[config.mk]
export PLATFORM = sky130hd
export DESIGN_NAME = operand_addressing_modes
export DESIGN_NICKNAME = d
export VERILOG_FILES = /design/src/verilog/operand_addr_pkg.sv /design/src/verilog/move_operand.sv /design/src/verilog/operand_addressing_modes.sv /design/src/verilog/prefetch_agu.sv
export SDC_FILE = /design/constraint.sdc
export NUM_CORES = 1
export LEC_CHECK = 0
export BUFFER_PORTS_ARGS = -buffer_cell sky130_fd_sc_hd__buf_4
export CELL_PAD_IN_SITES_DETAIL_PLACEMENT = 0
export CELL_PAD_IN_SITES_GLOBAL_PLACEMENT = 1
export CORE_MARGIN = 2
export CORE_UTILIZATION = 40
export CTS_CLUSTER_SIZE = 8
export DETAILED_ROUTE_END_ITERATION = 12
export PLACE_DENSITY_LB_ADDON = 0.1
export SKIP_CTS_REPAIR_TIMING = 1
export SLEW_MARGIN = 30
export SYNTH_ARGS = -nofsm -noshare
export SYNTH_HDL_FRONTEND = slang
export SYNTH_HIERARCHICAL = 1
export SYNTH_SLANG_ARGS = --single-unit
[constraint.sdc]
create_clock -name mclk_i -period 4.4 [get_ports mclk_i]
set_clock_uncertainty 0.1 [all_clocks]
set_input_delay 0.22 -clock mclk_i [delete_from_list [all_inputs] [get_ports mclk_i]]
set_output_delay 0.22 -clock mclk_i [all_outputs]
set_load 0.01 [all_outputs]
[src/verilog/operand_addr_pkg.sv]
/*
  Shared types and constants for the operand addressing decoder: instruction
  classes, operand mode encodings, pointer register numbers, modify steps and
  the request and answer carriers.
  Assumes the decode stage supplies register contents along with each request.
*/
`default_nettype none

package operand_addr_pkg;

  // ==========================================================================
  // Widths
  // ==========================================================================
  localparam int DATA_W         = 16;
  localparam int REG_IDX_W      = 4;
  localparam int OFFSET_FIELD_W = 4;
  localparam int BRANCH_LIT_W   = 16;
  localparam int INTERRUPT_DISABLE_INSTRUCTION_LIT_W     = 14;
  localparam int SHORT_LIT_W    = 8;
  localparam int NUM_MODES      = 8;
  localparam int NUM_PREFETCH   = 2;

  // ==========================================================================
  // Prefetch pointer registers
  // ==========================================================================
  localparam logic [REG_IDX_W-1:0] X_PREFETCH_POINTER_A = 4'h8;
  localparam logic [REG_IDX_W-1:0] X_PREFETCH_POINTER_B = 4'h9;
  localparam logic [REG_IDX_W-1:0] Y_PREFETCH_POINTER_A = 4'ha;
  localparam logic [REG_IDX_W-1:0] Y_PREFETCH_POINTER_B = 4'hb;

  // ==========================================================================
  // Modify steps
  // ==========================================================================
  localparam logic [DATA_W-1:0] WORD_STEP  = 16'h0002;
  localparam logic [DATA_W-1:0] POST_STEP2 = 16'h0002;
  localparam logic [DATA_W-1:0] POST_STEP4 = 16'h0004;
  localparam logic [DATA_W-1:0] POST_STEP6 = 16'h0006;

  // ==========================================================================
  // Encodings
  // ==========================================================================
  typedef enum logic [3:0] {
    CLS_NONE,
    CLS_MOVE,
    CLS_ACCUM,
    CLS_MAC,
    CLS_BRANCH,
    CLS_INTERRUPT_DISABLE_INSTRUCTION,
    CLS_IMPLIED,
    CLS_NOP,
    CLS_ORDINARY
  } instr_class_t;

  typedef enum logic [2:0] {
    MV_REG_DIRECT,
    MV_REG_INDIRECT,
    MV_POST_MOD,
    MV_PRE_MOD,
    MV_INDEXED,
    MV_LIT_OFFSET,
    MV_LIT8,
    MV_LIT16
  } move_mode_t;

  typedef enum logic [2:0] {
    MAC_NONE,
    MAC_INDIRECT,
    MAC_POST2,
    MAC_POST4,
    MAC_POST6,
    MAC_INDEXED,
    MAC_RSVD6,
    MAC_RSVD7
  } mac_mode_t;

  // Mode masks, bit position equals the move_mode_t code
  localparam logic [NUM_MODES-1:0] ORDINARY_MODE_MASK = 8'h4f;
  localparam logic [NUM_MODES-1:0] MOVE_MODE_MASK     = 8'hff;

  // ==========================================================================
  // Carriers
  // ==========================================================================
  typedef struct packed {
    move_mode_t           mode;
    logic                 dec;
    logic [REG_IDX_W-1:0] ptr_idx;
    logic [DATA_W-1:0]    ptr_val;
  } move_operand_t;

  typedef struct packed {
    mac_mode_t            mode;
    logic [REG_IDX_W-1:0] ptr_idx;
    logic [DATA_W-1:0]    ptr_val;
  } prefetch_operand_t;

  typedef struct packed {
    logic                      valid;
    instr_class_t              cls;
    logic [NUM_MODES-1:0]      allowed_modes;
    move_operand_t             src;
    move_operand_t             dst;
    logic [OFFSET_FIELD_W-1:0] offset_register_field;
    logic [DATA_W-1:0]         offset_val;
    logic [DATA_W-1:0]         literal;
    prefetch_operand_t         pf_a;
    prefetch_operand_t         pf_b;
    logic [DATA_W-1:0]         pf_offset_val;
  } decode_req_t;

  typedef struct packed {
    logic                 legal;
    logic                 has_addr;
    logic                 uses_offset;
    logic [DATA_W-1:0]    ea;
    logic [DATA_W-1:0]    imm;
    logic                 wb;
    logic [REG_IDX_W-1:0] wb_idx;
    logic [DATA_W-1:0]    wb_val;
  } move_result_t;

  typedef struct packed {
    logic                 active;
    logic                 in_set;
    logic                 space_y;
    logic                 mode_ok;
    logic [DATA_W-1:0]    ea;
    logic                 wb;
    logic [REG_IDX_W-1:0] wb_idx;
    logic [DATA_W-1:0]    wb_val;
  } prefetch_result_t;

  typedef struct packed {
    logic                      valid;
    logic                      legal;
    instr_class_t              cls;
    move_result_t              src;
    move_result_t              dst;
    logic [OFFSET_FIELD_W-1:0] offset_register_field;
    prefetch_result_t          x;
    prefetch_result_t          y;
    logic [BRANCH_LIT_W-1:0]   branch_offset;
    logic [INTERRUPT_DISABLE_INSTRUCTION_LIT_W-1:0]     interrupt_disable_instruction_count;
    logic                      implied_operand;
    logic                      no_operand;
  } decode_rsp_t;

endpackage

`default_nettype wire

[src/verilog/move_operand.sv]
/*
  Effective address and legality of one move or accumulator operand.
  Assumes the pointer and offset register contents are valid with the request.
*/
`timescale 1ns/1ps
`default_nettype none

module move_operand (
  input  wire operand_addr_pkg::move_operand_t       op_i,
  input  wire logic [operand_addr_pkg::NUM_MODES-1:0] allowed_i,
  input  wire logic [operand_addr_pkg::DATA_W-1:0]    offset_val_i,
  input  wire logic [operand_addr_pkg::DATA_W-1:0]    literal_i,
  output var  operand_addr_pkg::move_result_t        res_o
);
  import operand_addr_pkg::*;

  logic [DATA_W-1:0] stepped;

  // ==========================================================================
  // Address arithmetic
  // ==========================================================================
  always_comb begin
    stepped = op_i.dec ? op_i.ptr_val - WORD_STEP : op_i.ptr_val + WORD_STEP;
    res_o = '0;
    res_o.legal = allowed_i[op_i.mode];
    case (op_i.mode)
      MV_REG_DIRECT: begin
        res_o.imm = op_i.ptr_val;
      end
      MV_REG_INDIRECT: begin
        res_o.has_addr = 1'b1;
        res_o.ea = op_i.ptr_val;
      end
      MV_POST_MOD: begin
        res_o.has_addr = 1'b1;
        res_o.ea = op_i.ptr_val;
        res_o.wb = 1'b1;
        res_o.wb_val = stepped;
      end
      MV_PRE_MOD: begin
        res_o.has_addr = 1'b1;
        res_o.ea = stepped;
        res_o.wb = 1'b1;
        res_o.wb_val = stepped;
      end
      MV_INDEXED: begin
        res_o.has_addr = 1'b1;
        res_o.uses_offset = 1'b1;
        res_o.ea = op_i.ptr_val + offset_val_i;
      end
      MV_LIT_OFFSET: begin
        res_o.has_addr = 1'b1;
        res_o.ea = op_i.ptr_val + literal_i;
      end
      MV_LIT8: begin
        res_o.imm = {{(DATA_W-SHORT_LIT_W){1'b0}}, literal_i[SHORT_LIT_W-1:0]};
      end
      MV_LIT16: begin
        res_o.imm = literal_i;
      end
      default: begin
        res_o.legal = 1'b0;
      end
    endcase
    res_o.wb_idx = res_o.wb ? op_i.ptr_idx : '0;
  end

endmodule

`default_nettype wire

[src/verilog/operand_addressing_modes.sv]
/*
  Operand addressing decoder of the core: checks the effective address modes
  of each instruction class, computes move operand addresses, routes the two
  multiply-accumulate prefetch pointers to the X and Y address generators and
  extracts the literal fields of branch and interrupt-disable instructions.
  Assumes the decode stage presents one request per cycle with the register
  contents already read, and applies the answer one cycle later.
*/
// Behaviour
// - Move and accumulator instructions also accept pointer plus offset register addressing.
// - Move source and destination modes independent, sharing one 4-bit offset field.
// - Move and accumulator classes support eight operand modes including both literals.
// - Multiply-accumulate class uses a reduced mode set for walking pointer tables.
// - Prefetch source pointers must be working registers eight through eleven.
// - Registers eight and nine go to X generator, ten and eleven to Y.
// - Prefetch indexed addressing only on register nine and register eleven.
// - Prefetch modes: indirect, post-modify by 2, 4, 6, and indexed only.
// - Each move or accumulator instruction may allow only a subset of modes.
// - Branch destination comes from a 16-bit signed literal in the instruction.
// - Interrupt-disable instruction carries a 14-bit unsigned literal operand.
// - Some opcodes imply their operand location; no-operation carries no operands.
`timescale 1ns/1ps
`default_nettype none

module operand_addressing_modes (
  input  wire logic                          mclk_i,
  input  wire logic                          rst_n_i,
  input  wire operand_addr_pkg::decode_req_t req_i,
  output var  operand_addr_pkg::decode_rsp_t rsp_o
);
  import operand_addr_pkg::*;

  // ==========================================================================
  // State
  // ==========================================================================
  typedef struct packed {
    decode_rsp_t rsp;
  } state_t;

  state_t state_r;
  state_t state_nxt;

  // ==========================================================================
  // Mode masks per class
  // ==========================================================================
  logic [NUM_MODES-1:0] class_mask;
  logic [NUM_MODES-1:0] allowed_mask;
  logic                 is_move;
  logic                 is_accum;
  logic                 is_ordinary;

  always_comb begin
    is_move     = (req_i.cls == CLS_MOVE);
    is_accum    = (req_i.cls == CLS_ACCUM);
    is_ordinary = (req_i.cls == CLS_ORDINARY);
    case (req_i.cls)
      CLS_MOVE: begin
        class_mask = MOVE_MODE_MASK;
      end
      CLS_ACCUM: begin
        class_mask = MOVE_MODE_MASK;
      end
      CLS_ORDINARY: begin
        class_mask = ORDINARY_MODE_MASK;
      end
      default: begin
        class_mask = '0;
      end
    endcase
    allowed_mask = class_mask & req_i.allowed_modes;
  end

  // ==========================================================================
  // Move operands: source and destination decoded independently
  // ==========================================================================
  move_operand_t mv_op  [2];
  move_result_t  mv_res [2];

  assign mv_op[0] = req_i.src;
  assign mv_op[1] = req_i.dst;

  // ==========================================================================
  // Prefetch operands
  // ==========================================================================
  prefetch_operand_t pf_op  [NUM_PREFETCH];
  prefetch_result_t  pf_res [NUM_PREFETCH];

  assign pf_op[0] = req_i.pf_a;
  assign pf_op[1] = req_i.pf_b;

  genvar gi;
  generate
    for (gi = 0; gi < 2; gi++) begin : g_operand
      // Both instances see the same offset register contents
      move_operand u_move (
        .op_i         (mv_op[gi]),
        .allowed_i    (allowed_mask),
        .offset_val_i (req_i.offset_val),
        .literal_i    (req_i.literal),
        .res_o        (mv_res[gi])
      );
      // Both prefetch generators work in parallel in the same cycle
      prefetch_agu u_prefetch (
        .op_i         (pf_op[gi]),
        .offset_val_i (req_i.pf_offset_val),
        .res_o        (pf_res[gi])
      );
    end
  endgenerate

  // ==========================================================================
  // Prefetch routing and checks
  // ==========================================================================
  logic             a_ok;
  logic             b_ok;
  logic             space_clash;
  logic             mac_legal;
  prefetch_result_t x_sel;
  prefetch_result_t y_sel;

  always_comb begin
    a_ok = !pf_res[0].active || (pf_res[0].in_set && pf_res[0].mode_ok);
    b_ok = !pf_res[1].active || (pf_res[1].in_set && pf_res[1].mode_ok);
    // Each generator takes at most one pointer per instruction
    space_clash = pf_res[0].active && pf_res[1].active &&
                  (pf_res[0].space_y == pf_res[1].space_y);
    mac_legal = a_ok && b_ok && !space_clash;
    x_sel = '0;
    y_sel = '0;
    // The address space of each pointer is trusted to hold its address
    if (pf_res[0].active && pf_res[0].in_set) begin
      if (pf_res[0].space_y) begin
        y_sel = pf_res[0];
      end else begin
        x_sel = pf_res[0];
      end
    end
    if (pf_res[1].active && pf_res[1].in_set) begin
      if (pf_res[1].space_y) begin
        y_sel = pf_res[1];
      end else begin
        x_sel = pf_res[1];
      end
    end
  end

  // ==========================================================================
  // Move legality
  // ==========================================================================
  logic mv_legal;
  logic offset_shared;

  always_comb begin
    // Source and destination modes are checked each on its own
    mv_legal = mv_res[0].legal && (!is_move || mv_res[1].legal);
    offset_shared = mv_res[0].uses_offset || (is_move && mv_res[1].uses_offset);
  end

  // ==========================================================================
  // Next answer
  // ==========================================================================
  always_comb begin
    state_nxt = '0;
    state_nxt.rsp.valid = req_i.valid && (req_i.cls != CLS_NONE);
    state_nxt.rsp.cls   = req_i.cls;
    if (req_i.valid) begin
      case (req_i.cls)
        CLS_MOVE: begin
          state_nxt.rsp.legal = mv_legal;
          state_nxt.rsp.src   = mv_res[0];
          state_nxt.rsp.dst   = mv_res[1];
          if (offset_shared) begin
            state_nxt.rsp.offset_register_field = req_i.offset_register_field;
          end
        end
        CLS_ACCUM: begin
          state_nxt.rsp.legal = mv_legal;
          state_nxt.rsp.src   = mv_res[0];
          if (offset_shared) begin
            state_nxt.rsp.offset_register_field = req_i.offset_register_field;
          end
        end
        CLS_ORDINARY: begin
          state_nxt.rsp.legal = mv_legal && is_ordinary;
          state_nxt.rsp.src   = mv_res[0];
        end
        CLS_MAC: begin
          state_nxt.rsp.legal = mac_legal;
          if (mac_legal) begin
            state_nxt.rsp.x = x_sel;
            state_nxt.rsp.y = y_sel;
          end
        end
        CLS_BRANCH: begin
          state_nxt.rsp.legal = 1'b1;
          state_nxt.rsp.branch_offset = req_i.literal[BRANCH_LIT_W-1:0];
        end
        CLS_INTERRUPT_DISABLE_INSTRUCTION: begin
          state_nxt.rsp.legal = 1'b1;
          state_nxt.rsp.interrupt_disable_instruction_count = req_i.literal[INTERRUPT_DISABLE_INSTRUCTION_LIT_W-1:0];
        end
        CLS_IMPLIED: begin
          state_nxt.rsp.legal = 1'b1;
          state_nxt.rsp.implied_operand = 1'b1;
        end
        CLS_NOP: begin
          state_nxt.rsp.legal = 1'b1;
          state_nxt.rsp.no_operand = 1'b1;
        end
        default: begin
          state_nxt.rsp.legal = 1'b0;
        end
      endcase
      // Nothing is written back from an illegal instruction
      if (!state_nxt.rsp.legal) begin
        state_nxt.rsp.src = '0;
        state_nxt.rsp.dst = '0;
        state_nxt.rsp.x   = '0;
        state_nxt.rsp.y   = '0;
        state_nxt.rsp.offset_register_field = '0;
      end
      if (is_accum) begin
        state_nxt.rsp.dst = '0;
      end
    end
  end

  // ==========================================================================
  // Register
  // ==========================================================================
  always_ff @(posedge mclk_i) begin
    if (!rst_n_i) begin
      state_r <= '0;
    end else begin
      state_r <= state_nxt;
    end
  end

  assign rsp_o = state_r.rsp;

endmodule

`default_nettype wire

[src/verilog/prefetch_agu.sv]
/*
  One prefetch operand of a multiply-accumulate instruction: pointer set check,
  address space selection, mode check, effective address and post-modify.
  Assumes the pointer and offset register contents are valid with the request.
*/
`timescale 1ns/1ps
`default_nettype none

module prefetch_agu (
  input  wire operand_addr_pkg::prefetch_operand_t op_i,
  input  wire logic [operand_addr_pkg::DATA_W-1:0]  offset_val_i,
  output var  operand_addr_pkg::prefetch_result_t  res_o
);
  import operand_addr_pkg::*;

  logic x_reg;
  logic y_reg;
  logic idx_reg;

  // ==========================================================================
  // Pointer check and address generation
  // ==========================================================================
  always_comb begin
    x_reg   = (op_i.ptr_idx == X_PREFETCH_POINTER_A) || (op_i.ptr_idx == X_PREFETCH_POINTER_B);
    y_reg   = (op_i.ptr_idx == Y_PREFETCH_POINTER_A) || (op_i.ptr_idx == Y_PREFETCH_POINTER_B);
    idx_reg = (op_i.ptr_idx == X_PREFETCH_POINTER_B) || (op_i.ptr_idx == Y_PREFETCH_POINTER_B);
    res_o = '0;
    res_o.active  = (op_i.mode != MAC_NONE);
    res_o.in_set  = x_reg || y_reg;
    res_o.space_y = y_reg;
    res_o.ea      = op_i.ptr_val;
    res_o.wb_idx  = op_i.ptr_idx;
    case (op_i.mode)
      MAC_NONE: begin
        res_o.mode_ok = 1'b1;
      end
      MAC_INDIRECT: begin
        res_o.mode_ok = 1'b1;
      end
      MAC_POST2: begin
        res_o.mode_ok = 1'b1;
        res_o.wb = 1'b1;
        res_o.wb_val = op_i.ptr_val + POST_STEP2;
      end
      MAC_POST4: begin
        res_o.mode_ok = 1'b1;
        res_o.wb = 1'b1;
        res_o.wb_val = op_i.ptr_val + POST_STEP4;
      end
      MAC_POST6: begin
        res_o.mode_ok = 1'b1;
        res_o.wb = 1'b1;
        res_o.wb_val = op_i.ptr_val + POST_STEP6;
      end
      MAC_INDEXED: begin
        res_o.mode_ok = idx_reg;
        res_o.ea = op_i.ptr_val + offset_val_i;
      end
      default: begin
        res_o.mode_ok = 1'b0;
      end
    endcase
  end

endmodule

`default_nettype wire
==> impl_metrics.tcl, run 1 <==
set metrics [dict create \
    hp-class "primary input to register" \
    synth_cells 1833 \
    max_freq_mhz 292.7 \
    syn_avg_cell_area_um2 8.274 \
    holdWs_ns -0.02713 \
    grt_max_degree 73 \
    synth.most_common_cell "dfxtp_1" \
    crit_fanout 38 \
    nets 2500 \
    use_met3_pct 7.918 \
    clockBufferDepth 3 \
    grt_pass1_wl_um 86040 \
    critPathKind "primary input to register" \
    cts_tree "yes" \
    synth-edff-count 0 \
    core_area_mm2 0.03749 \
    largest_reg_flops 235 \
    wl_per_cell_um 21.32 \
    detailedRoute.firstIterationViolations 946 \
    failed_checks "negative hold slack" \
    fin_tns_setup_ns 0 \
    areaGrowthSynthToFinish_pct 31.95 \
    ys_top_cells_by_area "dfxtp_1, ha_1, and2_1" \
    syn-cell-area_mm2 0.01517 \
    ys_ff_latch 235 \
    crit_arrival_ns 3.72 \
    grt_use_met2_pct 42.97 \
    cts.clk_slew.worst_paths_ns 0.05 \
    hold_depth 4 \
    synth_cell_types 83 \
    dr_total_vias 15230 \
    power_leakage_nw 8.530 \
    min_period_over_period_pct 77.65 \
    yosysWarnings 6 \
    die_area_mm2 0.03949 \
    final_cell_area_mm2 0.02001 \
    first_pass_iters 5 \
    htree_levels 2 \
    cp.required_ns 4.70 \
    drc_errors 0 \
    drive_above_1_share_pct 25.70 \
    die_w_um 198.7 \
    async_flop_share_pct 0 \
    setup_violations 0 \
    num_rows 71 \
    cp-end-kind "register" \
    grt_util_met1_pct 39.80 \
    drv_slew 0 \
    hold_violations 4 \
    cts_inserted_buffers 36 \
    synthTopCellsByCount "dfxtp_1, nor2_1, nand2_1" \
    rsz0062_at_grt "false" \
    numPortBuffers 395 \
    postRouteAntennaNets 0 \
    grt.overflow.total 0 \
    cap_violations 0 \
    layout_setup_ws_ns 0.9834 \
    powerDensity_mw_per_mm2 303.7 \
    status "finished, violations left" \
    viasPerCell 5.534 \
    layout_min_cycle_time_ns 3.417 \
    cts-root-buf "clkbuf_16" \
    ir_drop_mv 0.2456 \
    slew_headroom_pct 45.76 \
    grtUsageTotal_pct 28.78 \
    numClockSinks 235 \
    fp.dieH_um 198.7 \
    pre_cts_ws_ns 0.7269 \
    wirelength_um 58680 \
    antenna_found_initial 3 \
    seq_area_frac_synth_pct 31.02 \
    critPathLaunchType "primary input" \
    io_pins 397 \
    yosysTopAreaCellShare_pct 31.02 \
    dp_hpwl_um 45020 \
    synthesis.nets 2098 \
    tightest_slew_ns 0.8110 \
    top_usage_layer "met2" \
    gp_congestion 0.9260 \
    yosysTopAreaCell "dfxtp_1" \
    ys.flop_type "dfxtp_1" \
    initial_core_util_pct 40.46 \
    dpl_cell_area_mm2 0.01843 \
    grt_pass1_vias 14310 \
]
-- area by class of cell --
type,count,area [um^2]
Tap cell,511,639.4
Clock inverter,4,30.03
Antenna cell,1,2.502
Fill cell,3642,17480
Timing Repair Buffer,473,3724
Clock buffer,40,957.2
Inverter,89,334.1
Sequential cell,235,4705
Multi-Input combinational cell,1400,9622
-- report_power, final --
part           internal, mW  leakage [nW]  switching (mW)  total [mW]
logic                 0.591          6.15           0.861        1.45
clock network          1.52         0.485           0.966        2.48
registers              2.14          1.89         0.00224        2.14
-- cell families (layout without fill, tap and decap cells) --
group | Yosys count | count (layout) | share of synthesized area, %
and+or+nand+nor | 598 | 598 | 19.61
AOI/OAI and AO/OA | 558 | 558 | 25.34
DFF | 235 | 235 | 31.02
buffers and inverters | 198 | 606 | 5.808
adders and majority gates | 104 | 104 | 8.975
xor gates and xnor gates | 84 | 84 | 4.900
muxes | 55 | 55 | 4.323
other | 1 | 2 | 0.02472
-- per-stage QoR --
stage | total power [mW] | util, % | cells
after detailed placement | 3.566 | 49.17 | 2649
after global placement | 3.568 | 49.16 | 2649
after CTS | 6.077 | 51.80 | 2693
final | 6.078 | 53.38 | 2753
after floorplan | 3.099 | - | 1833
after global routing | 6.360 | 53.38 | 2753
-- worst paths after layout --
kind / start / endpoint / slack, ns
worst max-delay path: req_i[154] / rsp_o[221]$_SDFF_PN0_ / 0.98
worst min-delay path: req_i[113] / rsp_o[154]$_SDFF_PP0_ / -0.03
-- placed cells by master (no fill, tap or decap), types with 13 or more instances in the layout --
cell type,n
o21ai_0,46
o22ai_1,15
dlygate4sd3_1,59
buf_4,412
o211ai_1,13
a211oi_2,28
and2_1,121
a21o_1,26
xnor2_1,48
xor2_1,35
nand2_1,152
clkbuf_16,37
a22o_1,19
inv_1,87
nand2b_1,16
a31oi_1,13
nand4_1,18
a22oi_1,87
a211oi_1,33
nor2_1,162
nor2b_1,13
nand3_1,43
and3_1,13
ha_1,96
a21oi_1,108
o21ai_1,85
dfxtp_1,235
mux2_2,44
-- per-layer routing --
metal	up-vias	wire, um
met2	576	25170
li1	7327	-
met1	7229	26690
met5	-	14
met3	100	4858
met4	2	1951
-- critical path: stages --
cell and delay, ns:
dlygate4sd3_1 0.52, buf_4 0.17, and2b_1 0.25, o311ai_4 0.39, nor2_1 0.10, mux4_2 0.49, mux2_2 0.30, a2111oi_4 0.35
or3_4 0.52, buf_4 0.28, a211oi_2 0.08
(Power assumes the default switching activity.)
==> run 2: changes to the inputs <==
--- a/config.mk
+++ b/config.mk
@@ -5,11 +5,12 @@
 export SDC_FILE = /design/constraint.sdc
 export NUM_CORES = 1
 export LEC_CHECK = 0
+export ABC_AREA = 1
 export BUFFER_PORTS_ARGS = -buffer_cell sky130_fd_sc_hd__buf_4
 export CELL_PAD_IN_SITES_DETAIL_PLACEMENT = 0
 export CELL_PAD_IN_SITES_GLOBAL_PLACEMENT = 1
 export CORE_MARGIN = 2
-export CORE_UTILIZATION = 40
+export CORE_UTILIZATION = 34
 export CTS_CLUSTER_SIZE = 8
 export DETAILED_ROUTE_END_ITERATION = 12
 export PLACE_DENSITY_LB_ADDON = 0.1
==> constraint.sdc (replaced) <==
create_clock -name mclk_i -period 2.8 [get_ports mclk_i]
set_clock_uncertainty 0.1 [all_clocks]
set_input_delay 0.14 -clock mclk_i [delete_from_list [all_inputs] [get_ports mclk_i]]
set_output_delay 0.14 -clock mclk_i [all_outputs]
set_load 0.01 [all_outputs]
==> run 2 against run 1 <==
Compared with the run above:
- the run still ends with negative hold slack left
- first-iteration DRC count up 12%
- global-route usage fell by 2.5 points
- synthesized area grew 12%
- sequential share of layout area fell by 2.5 points
- worst setup slack worse by 0.76 ns
- routed wire length increased by 19%
- core utilization is 7.6 points lower
- largest cell class unchanged
- hold slack better by 0.0089 ns
- largest power group unchanged
- non-clock buffer count grew 29
==> impl_metrics.tcl, run 2 <==
set metrics [dict create \
    status "finished, violations left" \
    failed_checks "negative hold slack" \
    numClockSinks 235 \
    layout_common_cells "nand2_1, inv_1, buf_4, nor2_1, dfxtp_1" \
    cp.required_ns 3.18 \
    htree_levels 2 \
    total_power_mw 9.934 \
    grt_pass1_vias 17960 \
    ys_top_cells_by_area "dfxtp_1, nand2_1, inv_1" \
    cts_tree "yes" \
    dr_total_vias 18740 \
    synthAdderAreaFrac_pct 8.025 \
    synth_xor_area_share_pct 1.187 \
    crit_fanout 34 \
    die_w_um 227.4 \
    dpl.cell_count 3822 \
    cts-root-buf "clkbuf_16" \
    io_pins 397 \
    holdWs_ns -0.01827 \
    areaGrowthSynthToFinish_pct 32.31 \
    cp-end-kind "register" \
    hp-class "primary input to register" \
    grt_pass1_wl_um 102600 \
    yosysWarnings 6 \
    hold_start "req_i[103]" \
    n_fill_cell 5328 \
    fin_tns_setup_ns 0 \
    wl_per_cell_um 17.64 \
    tightest_slew_ns 0.8053 \
    initial_core_util_pct 34.58 \
    num_rows 81 \
    synthMuxAreaShare_pct 0 \
    syn_avg_cell_area_um2 6.052 \
    drv_slew 0 \
    largest_reg_flops 235 \
    yosysTopAreaCell "dfxtp_1" \
    synth_cells 2803 \
    async_flop_share_pct 0 \
    hold_depth 5 \
    ir_drop_mv 0.3714 \
    syn-cell-area_mm2 0.01696 \
    fp.dieH_um 227.4 \
    max_freq_mhz 387.9 \
    cts_inserted_buffers 36 \
    cap_violations 0 \
    numPortBuffers 395 \
    die_area_mm2 0.05170 \
    core_area_mm2 0.04905 \
    synth.most_common_cell "nand2_1" \
    seq_area_frac_synth_pct 27.73 \
    synthTopCellsByCount "nand2_1, inv_1, nor2_1" \
    yosysTopAreaCellShare_pct 27.73 \
    first_pass_iters 5 \
    detailedRoute.firstIterationViolations 1064 \
    critPathLaunchType "primary input" \
    postRouteAntennaNets 0 \
    setup_violations 0 \
    hold_violations 4 \
    ys_ff_latch 235 \
    antenna_found_initial 11 \
    synth-edff-count 0 \
    slew_headroom_pct 46.19 \
    layoutNonFillerInstCount 3951 \
    critPathKind "primary input to register" \
    layout_commonest_cell "nand2_1" \
    grtUsageTotal_pct 26.25 \
    wirelength_um 69680 \
    hold_end "rsp_o[160]$_SDFF_PP0_" \
    min_period_over_period_pct 92.08 \
    synthesis.nets 3068 \
    powerDensity_mw_per_mm2 442.6 \
    synth_compound_gate_area_share_pct 10.50 \
    grt.overflow.total 0 \
    drive_above_1_share_pct 17.89 \
    layout_min_cycle_time_ns 2.578 \
    crit_arrival_ns 2.96 \
    nets 3538 \
    rsz0062_at_grt "false" \
    ys.flop_type "dfxtp_1" \
    drc_errors 0 \
    gp_congestion 0.9585 \
    clockBufferDepth 3 \
    power_leakage_nw 11.80 \
    yosys.area_share.simple_pct 35.60 \
    synth_cell_types 46 \
    viasPerCell 4.744 \
    cts.clk_slew.worst_paths_ns 0.05 \
    grt_max_degree 62 \
    synth_top_family_by_area "simple AND/OR/NAND/NOR gates" \
    dp_hpwl_um 56870 \
]
-- run 2: changes by cell type after synthesis, moves of 44 or more --
cell     before  now
o21ai_1      85   16
inv_1        87  638
nand2_1     152  722
nor2_1      164  339
a22oi_1      87    4
o22ai_1      15   98
nor2_2        2   51
o21ai_0      46   92
and2_1      121    6
nand3_1      44  179
mux2_2       44    0
-- run 2: worst max path at each step --
stage	from	endpoint	depth (start not counted)
after floorplan	req_i[121]	rsp_o[163]$_SDFF_PP0_	16
after global placement	req_i[157]	rsp_o[225]$_SDFF_PN0_	13
after detailed placement	req_i[157]	rsp_o[212]$_SDFF_PN0_	14
after CTS	req_i[157]	rsp_o[208]$_SDFF_PN0_	14
after global routing	req_i[121]	rsp_o[163]$_SDFF_PP0_	17
final	req_i[57]	rsp_o[48]$_SDFF_PN0_	11
-- run 2: area by class of cell --
| cell class | count | area [um^2] | share of cell area, % |
|---|---|---|---|
| inverter | 658 | 2472 | 11.02 |
| timing repair buffer | 502 | 4011 | 17.87 |
| sequential | 235 | 4705 | 20.96 |
| multi-input combinational | 1840 | 9387 | 41.82 |
| tap | 664 | 830.8 | 3.701 |
| clock inverter | 5 | 105.1 | 0.4683 |
| antenna | 6 | 15.01 | 0.06689 |
| clock buffer | 41 | 919.6 | 4.097 |
-- run 2: report_power, final --
part	total, mW	switching (mW)	internal, mW
combinational	2.50	1.60	0.902
sequential	3.37	0.00408	3.36
clock	4.07	1.58	2.49
total	9.93	3.17	6.76
-- run 2: worst max-delay path, stage by stage --
cell           delay, ns
dlygate4sd3_1       0.55
buf_4               0.15
nor3b_1             0.41
inv_1               0.11
nor2_1              0.25
nand2_1             0.18
buf_4               0.31
o22ai_1             0.16
dlygate4sd3_1       0.56
inv_1               0.04
nor2_1              0.08
-- run 2: through the flow --
| stage | worst slack, ns | area [um^2] | hold WS [ns] | util, % |
|---|---|---|---|---|
| 2_1_floorplan | 0.4198 | 16960 | 0.1176 | - |
| 3_3_place_gp | 0.1055 | 20630 | 0.2564 | 42.07 |
| 3_5_place_dp | 0.09135 | 20630 | 0.2647 | 42.07 |
| 4_1_cts | 0.6504 | 21660 | -0.3097 | 44.16 |
| 5_1_grt | 0.03721 | 22440 | 0.0001704 | 45.74 |
| 6_report | 0.2218 | 22450 | -0.01827 | 45.76 |
-- run 2: cells by family after synthesis --
family	after synthesis
adder cells (fa/ha/maj)	104
AND/OR/NAND/NOR	1403
buffers and inverters	728
other	1
AO/OA/AOI/OAI	309
XOR/XNOR	23
flip-flops	235
-- run 2: routing by layer --
| metal | GRT usage, % | share of wire (%) | vias up |
|---|---|---|---|
| met5 | 0 | 0.073 | - |
| met1 | 31.78 | 42 | 8598 |
| met3 | 5.601 | 6.0 | 138 |
| met2 | 45.12 | 48 | 523 |
| met4 | 10.67 | 4.0 | 10 |
| li1 | - | - | 9475 |
